$ cat config.mk
export PLATFORM = sky130hd
export DESIGN_NAME = pma_phy_mgmt_access
export DESIGN_NICKNAME = d
export VERILOG_FILES = /design/src/verilog/pma_pkg.sv /design/src/verilog/pma_phy_mgmt_access.sv /design/src/verilog/pma_mgmt_engine.sv
export SDC_FILE = /design/constraint.sdc
export NUM_CORES = 1
export LEC_CHECK = 0
export BUFFER_PORTS_ARGS = -buffer_cell sky130_fd_sc_hd__buf_2
export CAP_MARGIN = 20
export CELL_PAD_IN_SITES_DETAIL_PLACEMENT = 0
export CELL_PAD_IN_SITES_GLOBAL_PLACEMENT = 1
export CORE_AREA = 5 5 125 127
export CTS_BUF_LIST = sky130_fd_sc_hd__clkbuf_4 sky130_fd_sc_hd__clkbuf_8
export DETAILED_ROUTE_END_ITERATION = 10
export DIE_AREA = 0 0 130 132
export PLACE_DENSITY_LB_ADDON = 0.2
export SLEW_MARGIN = 30
export SYNTH_ARGS = -nofsm -noshare
export SYNTH_HDL_FRONTEND = slang
export SYNTH_HIERARCHICAL = 1
export SYNTH_SLANG_ARGS = --single-unit
$ cat constraint.sdc
create_clock -name i_ref_clk -period 2.7 [get_ports i_ref_clk]
set_clock_uncertainty 0.2 [all_clocks]
set_input_delay 0.27 -clock i_ref_clk [delete_from_list [all_inputs] [get_ports i_ref_clk]]
set_output_delay 0.27 -clock i_ref_clk [all_outputs]
set_load 0.02 [all_outputs]
$ cat src/verilog/pma_pkg.sv
// Purpose: constants shared by the phy management access block
// Assumes: 32-bit avalon-mm register bus, byte address = 4 * index
// Notes:   register indices are kept as printed, byte address derived
//
// Summary of operation
// - the register index field, bits 10 to 6, picks the phy register used.
// - access bit 1 high writes the data register out, low reads into it.
// - busy stays one for the whole transfer and hardware clears it at end.
// - read data is loaded into the data register no later than busy clear.
// - data register holds 16 bits in 15 to 0, the upper half reads zero.

package pma_pkg;

	// ****************************************************************
	// register map
	// ****************************************************************
	localparam int          AVS_AW         = 8;
	localparam int          AVS_DW         = 32;
	localparam logic [5:0]  REG_IDX_ACCESS = 6'h06;
	localparam logic [5:0]  REG_IDX_DATA   = 6'h07;

	// ****************************************************************
	// field layout
	// ****************************************************************
	localparam int          ACC_BUSY_BIT   = 0;
	localparam int          ACC_WNR_BIT    = 1;
	localparam int          ACC_RIDX_LSB   = 6;
	localparam int          ACC_RIDX_MSB   = 10;
	localparam int          ACC_PADDR_LSB  = 11;
	localparam int          ACC_PADDR_MSB  = 15;
	localparam int          DATA_MSB       = 15;
	localparam int          FIELD_W        = 5;
	localparam int          PHY_DW         = 16;

	// ****************************************************************
	// reset values
	// ****************************************************************
	localparam logic [4:0]  ACC_PADDR_RST  = 5'h00;
	localparam logic [4:0]  ACC_RIDX_RST   = 5'h00;
	localparam logic        ACC_WNR_RST    = 1'b0;
	localparam logic        ACC_BUSY_RST   = 1'b0;
	localparam logic [15:0] DATA_RST       = 16'h0000;
	localparam logic [31:0] RDATA_RST      = 32'h0000_0000;

	// address the integrated phy answers at, for reference by software
	localparam logic [4:0]  PHY_ADDR_FIXED = 5'h01;

endpackage

$ cat src/verilog/pma_phy_mgmt_access.sv
// Purpose: avalon-mm register front end for phy management access
// Assumes: one clock, synchronous active-high reset, word-aligned access
// Notes:   every access takes one wait cycle; unmapped reads return zero
//
// Chosen here: the Avalon-MM interface to the registers.

`timescale 1ns/1ps
`default_nettype none

module pma_phy_mgmt_access
	import pma_pkg::*;
(
	input  wire logic              i_ref_clk,
	input  wire logic              i_rst,
	input  wire logic [7:0]        i_avs_address,
	input  wire logic              i_avs_read,
	input  wire logic              i_avs_write,
	input  wire logic [31:0]       i_avs_writedata,
	input  wire logic [3:0]        i_avs_byteenable,
	output logic      [31:0]       o_avs_readdata,
	output logic                   o_avs_waitrequest,
	input  wire logic              i_phy_ack,
	input  wire logic [15:0]       i_phy_rdata,
	output logic                   o_phy_req,
	output logic      [4:0]        o_phy_addr,
	output logic      [4:0]        o_phy_reg,
	output logic                   o_phy_write,
	output logic      [15:0]       o_phy_wdata
);

	// ****************************************************************
	// helpers
	// ****************************************************************

	// word index decode, shared by read and write paths
	// a misaligned address matches nothing, so it cannot alias a register
	function automatic logic reg_hit(input logic [7:0] addr,
	                                 input logic [5:0] idx);
		reg_hit = (addr[7:2] == idx) && (addr[1:0] == 2'b00);
	endfunction

	// merge write data into the old word under byte enables
	// lets software change one byte without a read-modify-write
	function automatic logic [31:0] be_merge(input logic [31:0] old_w,
	                                         input logic [31:0] new_w,
	                                         input logic [3:0]  be);
		logic [31:0] res;
		res = old_w;
		for (int b = 0; b < 4; b++)
		begin
			if (be[b])
				res[b*8 +: 8] = new_w[b*8 +: 8];
		end
		be_merge = res;
	endfunction

	// ****************************************************************
	// declarations
	// ****************************************************************
	// state of the bus front end and of the two software registers
	logic        wait_ff, nxt_wait;
	logic [31:0] rdata_ff, nxt_rdata;
	logic [4:0]  paddr_ff, nxt_paddr;
	logic [4:0]  ridx_ff, nxt_ridx;
	logic        wnr_ff, nxt_wnr;
	logic        busy_ff, nxt_busy;
	logic [15:0] data_ff, nxt_data;

	// combinational decode and the hand-off to the engine
	logic        accept;
	logic        wr_acc;
	logic        wr_data;
	logic [31:0] acc_word;
	logic [31:0] data_word;
	logic [31:0] acc_new;
	logic [31:0] data_new;
	logic        start;
	logic        eng_done;
	logic [15:0] eng_rdata;

	// ****************************************************************
	// bus decode
	// ****************************************************************

	// current register images; reserved bits read as zero
	assign acc_word  = {16'h0000, paddr_ff, ridx_ff, 4'h0, wnr_ff, busy_ff};
	assign data_word = {16'h0000, data_ff};

	// the request takes effect in the cycle waitrequest is low
	assign accept  = (i_avs_read || i_avs_write) && !wait_ff;
	assign wr_acc  = accept && i_avs_write
	                 && reg_hit(i_avs_address, REG_IDX_ACCESS);
	assign wr_data = accept && i_avs_write
	                 && reg_hit(i_avs_address, REG_IDX_DATA);

	assign acc_new  = be_merge(acc_word, i_avs_writedata, i_avs_byteenable);
	assign data_new = be_merge(data_word, i_avs_writedata, i_avs_byteenable);

	// writes while busy are dropped so a running transfer stays intact
	assign start = wr_acc && !busy_ff && acc_new[ACC_BUSY_BIT];

	// ****************************************************************
	// bus handshake and read data
	// ****************************************************************

	// one wait cycle per access; readdata is ready when waitrequest drops
	// trade-off: two cycles per access buy a readdata path from flops
	always_comb
	begin
		nxt_wait  = 1'b1;
		nxt_rdata = rdata_ff;
		if ((i_avs_read || i_avs_write) && wait_ff)
		begin
			nxt_wait = 1'b0;
			if (reg_hit(i_avs_address, REG_IDX_ACCESS))
				nxt_rdata = acc_word;
			else if (reg_hit(i_avs_address, REG_IDX_DATA))
				nxt_rdata = data_word;
			else
				nxt_rdata = RDATA_RST;      // unmapped reads zero
		end
	end

	// registered so readdata and waitrequest leave straight from flops
	always_ff @(posedge i_ref_clk)
	begin
		if (i_rst)
		begin
			wait_ff  <= 1'b1;
			rdata_ff <= RDATA_RST;
		end
		else
		begin
			wait_ff  <= nxt_wait;
			rdata_ff <= nxt_rdata;
		end
	end

	// ****************************************************************
	// access and data registers
	// ****************************************************************

	// fields are frozen while busy; only the done pulse clears busy
	// done only comes while busy is one, so set and clear never meet
	always_comb
	begin
		nxt_paddr = paddr_ff;
		nxt_ridx  = ridx_ff;
		nxt_wnr   = wnr_ff;
		nxt_busy  = busy_ff;
		nxt_data  = data_ff;
		if (wr_acc && !busy_ff)
		begin
			nxt_paddr = acc_new[ACC_PADDR_MSB:ACC_PADDR_LSB];
			nxt_ridx  = acc_new[ACC_RIDX_MSB:ACC_RIDX_LSB];
			nxt_wnr   = acc_new[ACC_WNR_BIT];
			nxt_busy  = acc_new[ACC_BUSY_BIT];
		end
		if (wr_data && !busy_ff)
			nxt_data = data_new[DATA_MSB:0];
		// read result lands in the same edge that clears busy
		if (eng_done)
		begin
			nxt_busy = 1'b0;
			if (!wnr_ff)
				nxt_data = eng_rdata;
		end
	end

	// all register images reset to zero, busy included
	always_ff @(posedge i_ref_clk)
	begin
		if (i_rst)
		begin
			paddr_ff <= ACC_PADDR_RST;
			ridx_ff  <= ACC_RIDX_RST;
			wnr_ff   <= ACC_WNR_RST;
			busy_ff  <= ACC_BUSY_RST;
			data_ff  <= DATA_RST;
		end
		else
		begin
			paddr_ff <= nxt_paddr;
			ridx_ff  <= nxt_ridx;
			wnr_ff   <= nxt_wnr;
			busy_ff  <= nxt_busy;
			data_ff  <= nxt_data;
		end
	end

	// ****************************************************************
	// management transaction engine
	// ****************************************************************

	// limitation: the phy address is passed on as written, so software
	// must program 00001 itself or the transfer is never answered
	// fields come straight from the bus word so the engine and the
	// access register capture the same values on the same edge
	pma_mgmt_engine u_engine
	(
		.i_ref_clk   (i_ref_clk),
		.i_rst       (i_rst),
		.i_start     (start),
		.i_paddr     (acc_new[ACC_PADDR_MSB:ACC_PADDR_LSB]),
		.i_ridx      (acc_new[ACC_RIDX_MSB:ACC_RIDX_LSB]),
		.i_write     (acc_new[ACC_WNR_BIT]),
		.i_wdata     (data_ff),
		.i_phy_ack   (i_phy_ack),
		.i_phy_rdata (i_phy_rdata),
		.o_phy_req   (o_phy_req),
		.o_phy_addr  (o_phy_addr),
		.o_phy_reg   (o_phy_reg),
		.o_phy_write (o_phy_write),
		.o_phy_wdata (o_phy_wdata),
		.o_done      (eng_done),
		.o_rdata     (eng_rdata)
	);

	// bus outputs are the registered copies, no logic after the flops
	assign o_avs_waitrequest = wait_ff;
	assign o_avs_readdata    = rdata_ff;

endmodule

`default_nettype wire

$ cat src/verilog/pma_mgmt_engine.sv
// Purpose: runs one parallel management transaction to the phy
// Assumes: phy register set sits on the same clock, ack is a pulse
// Notes:   request stays high until the phy acknowledges it

`timescale 1ns/1ps
`default_nettype none

module pma_mgmt_engine
	import pma_pkg::*;
(
	input  wire logic              i_ref_clk,
	input  wire logic              i_rst,
	input  wire logic              i_start,
	input  wire logic [4:0]        i_paddr,
	input  wire logic [4:0]        i_ridx,
	input  wire logic              i_write,
	input  wire logic [15:0]       i_wdata,
	input  wire logic              i_phy_ack,
	input  wire logic [15:0]       i_phy_rdata,
	output logic                   o_phy_req,
	output logic      [4:0]        o_phy_addr,
	output logic      [4:0]        o_phy_reg,
	output logic                   o_phy_write,
	output logic      [15:0]       o_phy_wdata,
	output logic                   o_done,
	output logic      [15:0]       o_rdata
);

	// ****************************************************************
	// transaction state
	// ****************************************************************
	typedef enum logic [0:0] {ST_IDLE, ST_REQ} pma_eng_st_t;

	pma_eng_st_t st_ff, nxt_st;
	logic        req_ff, nxt_req;
	logic [4:0]  addr_ff, nxt_addr;
	logic [4:0]  reg_ff, nxt_reg;
	logic        wr_ff, nxt_wr;
	logic [15:0] wdata_ff, nxt_wdata;
	logic        done_ff, nxt_done;
	logic [15:0] rdata_ff, nxt_rdata;

	// next-state: capture on start, hold request until ack
	always_comb
	begin
		nxt_st    = st_ff;
		nxt_req   = req_ff;
		nxt_addr  = addr_ff;
		nxt_reg   = reg_ff;
		nxt_wr    = wr_ff;
		nxt_wdata = wdata_ff;
		nxt_done  = 1'b0;
		nxt_rdata = rdata_ff;
		case (st_ff)
			ST_IDLE:
			begin
				if (i_start)
				begin
					nxt_st    = ST_REQ;
					nxt_req   = 1'b1;
					nxt_addr  = i_paddr;
					nxt_reg   = i_ridx;
					nxt_wr    = i_write;
					nxt_wdata = i_wdata;
				end
			end
			ST_REQ:
			begin
				if (i_phy_ack)
				begin
					nxt_st   = ST_IDLE;
					nxt_req  = 1'b0;
					nxt_done = 1'b1;
					// write ack carries no data, keep the last read value
					if (!wr_ff)
						nxt_rdata = i_phy_rdata;
				end
			end
			default:
			begin
				nxt_st  = ST_IDLE;
				nxt_req = 1'b0;
			end
		endcase
	end

	// registers only
	always_ff @(posedge i_ref_clk)
	begin
		if (i_rst)
		begin
			st_ff    <= ST_IDLE;
			req_ff   <= 1'b0;
			addr_ff  <= ACC_PADDR_RST;
			reg_ff   <= ACC_RIDX_RST;
			wr_ff    <= ACC_WNR_RST;
			wdata_ff <= DATA_RST;
			done_ff  <= 1'b0;
			rdata_ff <= DATA_RST;
		end
		else
		begin
			st_ff    <= nxt_st;
			req_ff   <= nxt_req;
			addr_ff  <= nxt_addr;
			reg_ff   <= nxt_reg;
			wr_ff    <= nxt_wr;
			wdata_ff <= nxt_wdata;
			done_ff  <= nxt_done;
			rdata_ff <= nxt_rdata;
		end
	end

	assign o_phy_req   = req_ff;
	assign o_phy_addr  = addr_ff;
	assign o_phy_reg   = reg_ff;
	assign o_phy_write = wr_ff;
	assign o_phy_wdata = wdata_ff;
	assign o_done      = done_ff;
	assign o_rdata     = rdata_ff;

endmodule

`default_nettype wire

==> results.sh, run 1 <==
export IMPL_run_status="complete, no violations"
export IMPL_relative_contribution_of_sequential_cells_to_total_power=0.541
export IMPL_clock_latency_ns=0.37
export IMPL_avgRoutedWirePerCell_um=16.1
export IMPL_vdd_ir_drop_max_uv=234
export IMPL_min_from="i_avs_writedata[0]"
export IMPL_cts_root_buf="sky130_fd_sc_hd__clkbuf_8"
export IMPL_reg2reg_from="o_avs_waitrequest"
export IMPL_leakage_nw=2.00
export IMPL_cp_start_kind="register"
export IMPL_number_of_max_capacitance_violations_reported=0
export IMPL_global_route_total_usage_across_every_layer=0.143
export IMPL_grt_pass1_wl_um=19200
export IMPL_post_synth_inst_count=468
export IMPL_place_hpwl_um=8770
export IMPL_gr_layer_usage_met1=0.186
export IMPL_grt_overflow_total=0
export IMPL_cts_max_level=3
export IMPL_net_switching_share_of_the_total_power=0.246
export IMPL_finalSetupTns_ns=0
export IMPL_drt_pass1_iter_count=4
export IMPL_synth_area_in_compound_gates=0.149
export IMPL_cp_buffers_inverters=2
export IMPL_antenna_found_initial=0
export IMPL_grt_start_max_net_pins=56
export IMPL_critical_path_cell_chain="or3b_2 > nor3b_1 > buf_4 > nor2b_2 > buf_12 > nand2_1 > a21oi_1"
export IMPL_yosys_area_share_adder=0
export IMPL_synthesis_yosys_warnings=6
export IMPL_floorplan_initialDensity=0.296
export IMPL_diodes_inserted=0
export IMPL_clock_tree_from_tritoncts="built"
export IMPL_dieArea_um2=17200
export IMPL_p_int_mw=1.87
export IMPL_critPathMaxStageDelay_ns=0.55
export IMPL_stdcell_count=750
export IMPL_power_per_cell_area_nw_per_um2=486
export IMPL_critPathTopFamily="simple AND/OR/NAND/NOR gates"
export IMPL_global_route_usage_met2=0.225
export IMPL_final_critical_path_setup_slack_ns=0.527
export IMPL_routed_wire_length_um=12100
export IMPL_timing_worst_setup_path_type="reg2reg"
export IMPL_finalSetupViolations=0
export IMPL_layout_common_cells="116 x sky130_fd_sc_hd__nand2_1, 91 x sky130_fd_sc_hd__dfxtp_1, 91 x sky130_fd_sc_hd__buf_2"
export IMPL_num_vias=3554
export IMPL_detail_route_antenna_nets=0
export IMPL_timing_critical_path_slowest_stage_cell="sky130_fd_sc_hd__or3b_2"
export IMPL_numPortBuffers=91
export IMPL_nets=626
export IMPL_final_period_utilization=0.805
export IMPL_synthesis_area_um2=4230
export IMPL_ys_seq_area_frac=0.431
export IMPL_post_cts_setup_buffer_count=0
export IMPL_global_route_peak_usage_layer="met2"
export IMPL_slew_viol_final=0
export IMPL_area_growth_pct=20.7
export IMPL_chipWidth_um=130
export IMPL_tritoncts_num_sinks=91
export IMPL_share_of_cells_above_drive_strength_1=0.336
export IMPL_groute_layer_met3_usage=0.0413
export IMPL_ys_top_cells_by_area="sky130_fd_sc_hd__dfxtp_1 43%, sky130_fd_sc_hd__nand2_1 10%, sky130_fd_sc_hd__mux2i_1 6.4%, sky130_fd_sc_hd__mux2_2 6.1%, sky130_fd_sc_hd__o211ai_1 5.7%"
export IMPL_largest_family_of_logic_cells_by_synthesized_area="simple AND/OR/NAND/NOR gates"
export IMPL_die_height_um=132
export IMPL_fin_worst_hold_slack_ns=0.0376
export IMPL_postSynthAreaPerCell_um2=9.04
export IMPL_yosys_area_share_simple=0.209
export IMPL_synth_xor_area_frac=0
export IMPL_first_iter_violations=170
export IMPL_synth_lib_cells_used_distinct=33
export IMPL_critical_path_cell_count=7
export IMPL_worst_slew_pin_slew_ns=0.887
export IMPL_switchingPower_uw=612
export IMPL_post_place_ws_ns=0.295
export IMPL_critPathCaptureType="register"
export IMPL_hold_viol=0
export IMPL_gp_congestion=0.736
export IMPL_clk_path_buf_depth=2
export IMPL_synth_top_cell_by_area="sky130_fd_sc_hd__dfxtp_1"
export IMPL_max_clock_freq_mhz=460
export IMPL_slew_headroom=0.408
export IMPL_comb_power_share=0.074
export IMPL_worstPathArrival_ns=2.27
export IMPL_resized_gates_after_cts=0
export IMPL_crit_path_required_time_ns=2.79
export IMPL_fill_cells=1538
export IMPL_synth_top_cell_area_share=0.431
export IMPL_hold_path_class="in2reg"
export IMPL_placement_rows=44
export IMPL_rsz_0062_raised_after_global_routing="no"
export IMPL_pin_count=126
export IMPL_layout_commonest_cell="sky130_fd_sc_hd__nand2_1"
export IMPL_fp_coreArea_um2=14300
export IMPL_clkSlewWorstSetupHoldPaths_ns=0.09
export IMPL_cp_startpoint="o_avs_waitrequest"
export IMPL_quantity_of_hold_fixing_buffers_added_after_cts=17
export IMPL_drt_drc_violations_left=0
export IMPL_finalCoreUtilization=0.357
export IMPL_final_period_minus_worst_setup_slack_ns=2.17
export IMPL_worst_hold_path_num_cells=3
export IMPL_synthMuxAreaShare=0.125
export IMPL_numCtsBuffers=9
export IMPL_first_global_vias=3573
export IMPL_timing_critical_path_fanout_max=21
export IMPL_clkPwrFrac=0.384
export IMPL_reg2regPathDepth=7
export IMPL_routed_via_density=4.74
export IMPL_synth_ff_latch_count=91
export IMPL_placed_cells_incl_taps=717
[stage by stage]
| stage | total power [mW] | area, um^2 |
|---|---|---|
| 2_1_floorplan | 1.49 | 4290 |
| 3_3_place_gp | 1.54 | 4740 |
| 3_5_place_dp | 1.54 | 4740 |
| 4_1_cts | 2.51 | 5110 |
| 5_1_grt | 2.58 | 5110 |
| 6_report | 2.48 | 5110 |
[cell families (layout without fill, tap and decap cells)]
group / count (synthesis) / in the layout
flops: 91 / 91
compound gates: 96 / 96
buf+inv: 55 / 138
simple gates: 175 / 175
mux: 50 / 50
other cells: 1 / 16
[tightest hold or removal path, delay by kind of cell]
kind            cells  cell delay, ns
compound gates      1            0.07
buf+inv             1            0.12
simple gates        1            0.10
[final cells by class]
| type | instances | area (um^2) | area share |
|---|---|---|---|
| clock inverters | 5 | 52.6 | 0.0103 |
| repair buffers | 121 | 736 | 0.144 |
| clock buffers | 11 | 145 | 0.0284 |
| flip-flops and latches | 91 | 1820 | 0.357 |
| multi-input cells | 337 | 2120 | 0.415 |
| inverters | 1 | 3.75 | 0.000735 |
| well taps | 184 | 230 | 0.0451 |
[Yosys cell counts]
| cell type | n |
|---|---|
| sky130_fd_sc_hd__nor3_1 | 1 |
| sky130_fd_sc_hd__o21ai_0 | 2 |
| sky130_fd_sc_hd__clkbuf_1 | 20 |
| sky130_fd_sc_hd__o211ai_1 | 32 |
| sky130_fd_sc_hd__conb_1 | 1 |
| sky130_fd_sc_hd__nor4_1 | 2 |
| sky130_fd_sc_hd__nand3b_2 | 1 |
| sky130_fd_sc_hd__buf_1 | 4 |
| sky130_fd_sc_hd__buf_4 | 19 |
| sky130_fd_sc_hd__and3b_1 | 2 |
| sky130_fd_sc_hd__buf_6 | 6 |
| sky130_fd_sc_hd__nor2b_1 | 2 |
| sky130_fd_sc_hd__nor3b_1 | 1 |
| sky130_fd_sc_hd__o41ai_2 | 1 |
| sky130_fd_sc_hd__nor2_1 | 5 |
| sky130_fd_sc_hd__mux2i_1 | 27 |
| sky130_fd_sc_hd__nor4_4 | 2 |
| sky130_fd_sc_hd__nand2_1 | 116 |
| sky130_fd_sc_hd__dfxtp_1 | 91 |
| sky130_fd_sc_hd__nand2b_1 | 1 |
| sky130_fd_sc_hd__buf_2 | 3 |
| sky130_fd_sc_hd__a21oi_1 | 46 |
| sky130_fd_sc_hd__inv_2 | 1 |
| sky130_fd_sc_hd__nand4_1 | 12 |
| sky130_fd_sc_hd__a32o_1 | 4 |
| sky130_fd_sc_hd__a21oi_2 | 10 |
| sky130_fd_sc_hd__nand3b_1 | 1 |
| sky130_fd_sc_hd__buf_12 | 2 |
| sky130_fd_sc_hd__nand2_2 | 10 |
| sky130_fd_sc_hd__mux2_2 | 23 |
| sky130_fd_sc_hd__or4_4 | 2 |
| sky130_fd_sc_hd__or3b_2 | 17 |
| sky130_fd_sc_hd__o21a_1 | 1 |
[worst paths after layout]
| path | endpoint | slack (ns) |
|---|---|---|
| worst max-delay path | u_engine/o_phy_reg[2] | 0.53 |
| worst min-delay path | busy_ff | 0.04 |
| worst min register to register | o_avs_readdata[10] | 0.26 |
| worst max register to register | u_engine/o_phy_reg[2] | 0.53 |
[power by group through the flow]
stage	clock network (mW)	registers, mW	logic, mW
4_1_cts	0.984	1.34	0.184
3_3_place_gp	0	1.37	0.163
6_report	0.955	1.34	0.185
3_5_place_dp	0	1.37	0.165
2_1_floorplan	0	1.38	0.119
5_1_grt	1.04	1.34	0.201
[metal layers]
layer / vias to the layer above / part of all wire
li1: 1783 / -
met1: 1671 / 0.45
met2: 82 / 0.47
met3: 18 / 0.053
met4: 0 / 0.024
met5: - / 0
Note: power is estimated with default switching activity, not from simulation.
==> inputs of run 2 (changes only) <==
==> constraint.sdc (replaced) <==
create_clock -name i_ref_clk -period 1.85 [get_ports i_ref_clk]
set_clock_uncertainty 0.2 [all_clocks]
set_input_delay 0.185 -clock i_ref_clk [delete_from_list [all_inputs] [get_ports i_ref_clk]]
set_output_delay 0.185 -clock i_ref_clk [all_outputs]
set_load 0.02 [all_outputs]
==> results.sh, run 2 (synthesized netlist as in run 1, its figures left out) <==
export IMPL_run_status="finished, violations left"
export IMPL_violations="negative setup slack"
export IMPL_finalSetupViolations=26
export IMPL_placement_rows=44
export IMPL_number_of_max_capacitance_violations_reported=0
export IMPL_nets=657
export IMPL_fin_worst_hold_slack_ns=0.111
export IMPL_power_total_mw=3.70
export IMPL_crit_path_required_time_ns=1.95
export IMPL_avgRoutedWirePerCell_um=16.2
export IMPL_slew_headroom=0.578
export IMPL_timing_critical_path_fanout_max=14
export IMPL_place_hpwl_um=9030
export IMPL_vdd_ir_drop_max_uv=469
export IMPL_hold_viol=0
export IMPL_detailroute_wirelength_met3_um=668
export IMPL_gp_congestion=0.776
export IMPL_grt_start_max_net_pins=54
export IMPL_tritoncts_num_sinks=91
export IMPL_timing_worst_setup_path_type="reg2reg"
export IMPL_routed_via_density=4.74
export IMPL_floorplan_initialDensity=0.296
export IMPL_drt_drc_violations_left=0
export IMPL_worst_slew_pin_slew_ns=0.632
export IMPL_share_of_cells_above_drive_strength_1=0.345
export IMPL_power_per_cell_area_nw_per_um2=675
export IMPL_layout_common_cells="116 x sky130_fd_sc_hd__nand2_1, 91 x sky130_fd_sc_hd__buf_2, 89 x sky130_fd_sc_hd__dfxtp_1"
export IMPL_routed_wl_met2_um=6050
export IMPL_sequential_cell_area_um2=1820
export IMPL_rsz_0062_raised_after_global_routing="yes"
export IMPL_grt_pass1_wl_um=19700
export IMPL_final_period_minus_worst_setup_slack_ns=1.90
export IMPL_first_iter_violations=251
export IMPL_timing_critical_path_slowest_stage_cell="sky130_fd_sc_hd__or3b_4"
export IMPL_route_layer_met1_wl_um=5730
export IMPL_antenna_found_initial=0
export IMPL_global_route_total_usage_across_every_layer=0.147
export IMPL_cp_buffers_inverters=1
export IMPL_critPathCaptureType="register"
export IMPL_leakage_nw=2.18
export IMPL_chipWidth_um=130
export IMPL_numCtsBuffers=9
export IMPL_dieArea_um2=17200
export IMPL_critical_path_cell_chain="or3b_4 > nor3b_4 > nor2b_4 > clkbuf_16 > nand2_1 > a21oi_1"
export IMPL_worstPathArrival_ns=2.00
export IMPL_clock_latency_ns=0.37
export IMPL_fp_coreArea_um2=14300
export IMPL_drt_pass1_iter_count=4
export IMPL_pin_count=126
export IMPL_final_critical_path_setup_slack_ns=-0.0486
export IMPL_grt_overflow_total=0
export IMPL_clk_path_buf_depth=2
export IMPL_max_clock_freq_mhz=527
export IMPL_first_global_vias=3743
export IMPL_critPathMaxStageDelay_ns=0.42
export IMPL_critPathTopFamily="simple AND/OR/NAND/NOR gates"
export IMPL_final_period_utilization=1.03
export IMPL_num_vias=3701
export IMPL_slew_viol_final=0
export IMPL_clkSlewWorstSetupHoldPaths_ns=0.09
export IMPL_detail_route_antenna_nets=0
export IMPL_fill_cells=1513
export IMPL_highest_signal_layer="met4"
export IMPL_clock_tree_from_tritoncts="built"
export IMPL_hold_path_class="in2reg"
export IMPL_cts_root_buf="sky130_fd_sc_hd__clkbuf_8"
export IMPL_multi_input_comb_area_um2=2140
export IMPL_area_growth_pct=29.6
export IMPL_die_height_um=132
export IMPL_numPortBuffers=91
export IMPL_diodes_inserted=0
export IMPL_layout_commonest_cell="sky130_fd_sc_hd__nand2_1"
export IMPL_cts_max_level=3
export IMPL_cp_start_kind="register"
export IMPL_routed_wire_length_um=12600
[run 2: cell types whose count changed in the layout (fill, tap and decap cells not counted), moves of 3 or more]
cell	change
sky130_fd_sc_hd__clkbuf_4	+3
sky130_fd_sc_hd__dlygate4sd3_1	+19
sky130_fd_sc_hd__buf_4	+7
sky130_fd_sc_hd__buf_12	+4
[run 2: cell type report]
class / instances / share of cell area
multi-input cells: 337 / 0.390
well taps: 184 / 0.0420
clock inverters: 2 / 0.00639
flip-flops and latches: 91 / 0.333
inverters: 1 / 0.000684
repair buffers: 152 / 0.198
clock buffers: 14 / 0.0306
[run 2: per-layer routing]
layer / track usage / up-vias
li1: - / 1845
met1: 0.189 / 1757
met2: 0.240 / 86
met3: 0.0417 / 13
met4: 0.0445 / 0
met5: 0 / -
[run 2: worst register-to-register path, stage by stage (launching register included)]
cell	delay (ns)
sky130_fd_sc_hd__dfxtp_2	0.33
sky130_fd_sc_hd__or3b_4	0.42
sky130_fd_sc_hd__nor3b_4	0.23
sky130_fd_sc_hd__nor2b_4	0.25
sky130_fd_sc_hd__clkbuf_16	0.20
sky130_fd_sc_hd__nand2_1	0.06
sky130_fd_sc_hd__a21oi_1	0.13
[run 2: final timing paths]
check,start,to,slack [ns],cells past startpoint
setup reg to reg,o_avs_waitrequest,u_engine/o_phy_wdata[11],-0.05,6
hold / removal,i_avs_address[1],o_avs_readdata[15],0.11,5
hold reg to reg,o_avs_readdata[13],o_avs_readdata[13],0.25,2
setup / recovery,o_avs_waitrequest,u_engine/o_phy_wdata[11],-0.05,6
[run 2: what timing repair did]
action | CTS | global route
setup endpoints to repair | 33 | 43
resized for setup | 2 | 2
pin swaps | 3 | 0
endpoints found under the hold margin | 44 | 0
buffers inserted | 0 | 1
cloned | 0 | 1
hold buffers | 36 | 0
[run 2: power breakdown]
| part | switching (mW) | total, mW | internal (mW) |
|---|---|---|---|
| sequential | 0.00112 | 1.96 | 1.96 |
| combinational | 0.180 | 0.327 | 0.147 |
| clock | 0.694 | 1.42 | 0.722 |
[run 2: metrics by stage]
| step | TNS [ns] | util | cells | setup WS, ns | instance area, um^2 |
|---|---|---|---|---|---|
| global placement | -9.65 | 0.340 | 727 | -0.262 | 4870 |
| finish | -0.631 | 0.383 | 781 | -0.0486 | 5490 |
| detailed placement | -11.28 | 0.340 | 727 | -0.287 | 4870 |
| CTS | -0.00714 | 0.381 | 779 | -0.00530 | 5450 |
| global route | -2.09 | 0.383 | 781 | -0.0992 | 5490 |
| floorplan | -3.97 | - | 483 | -0.142 | 4310 |
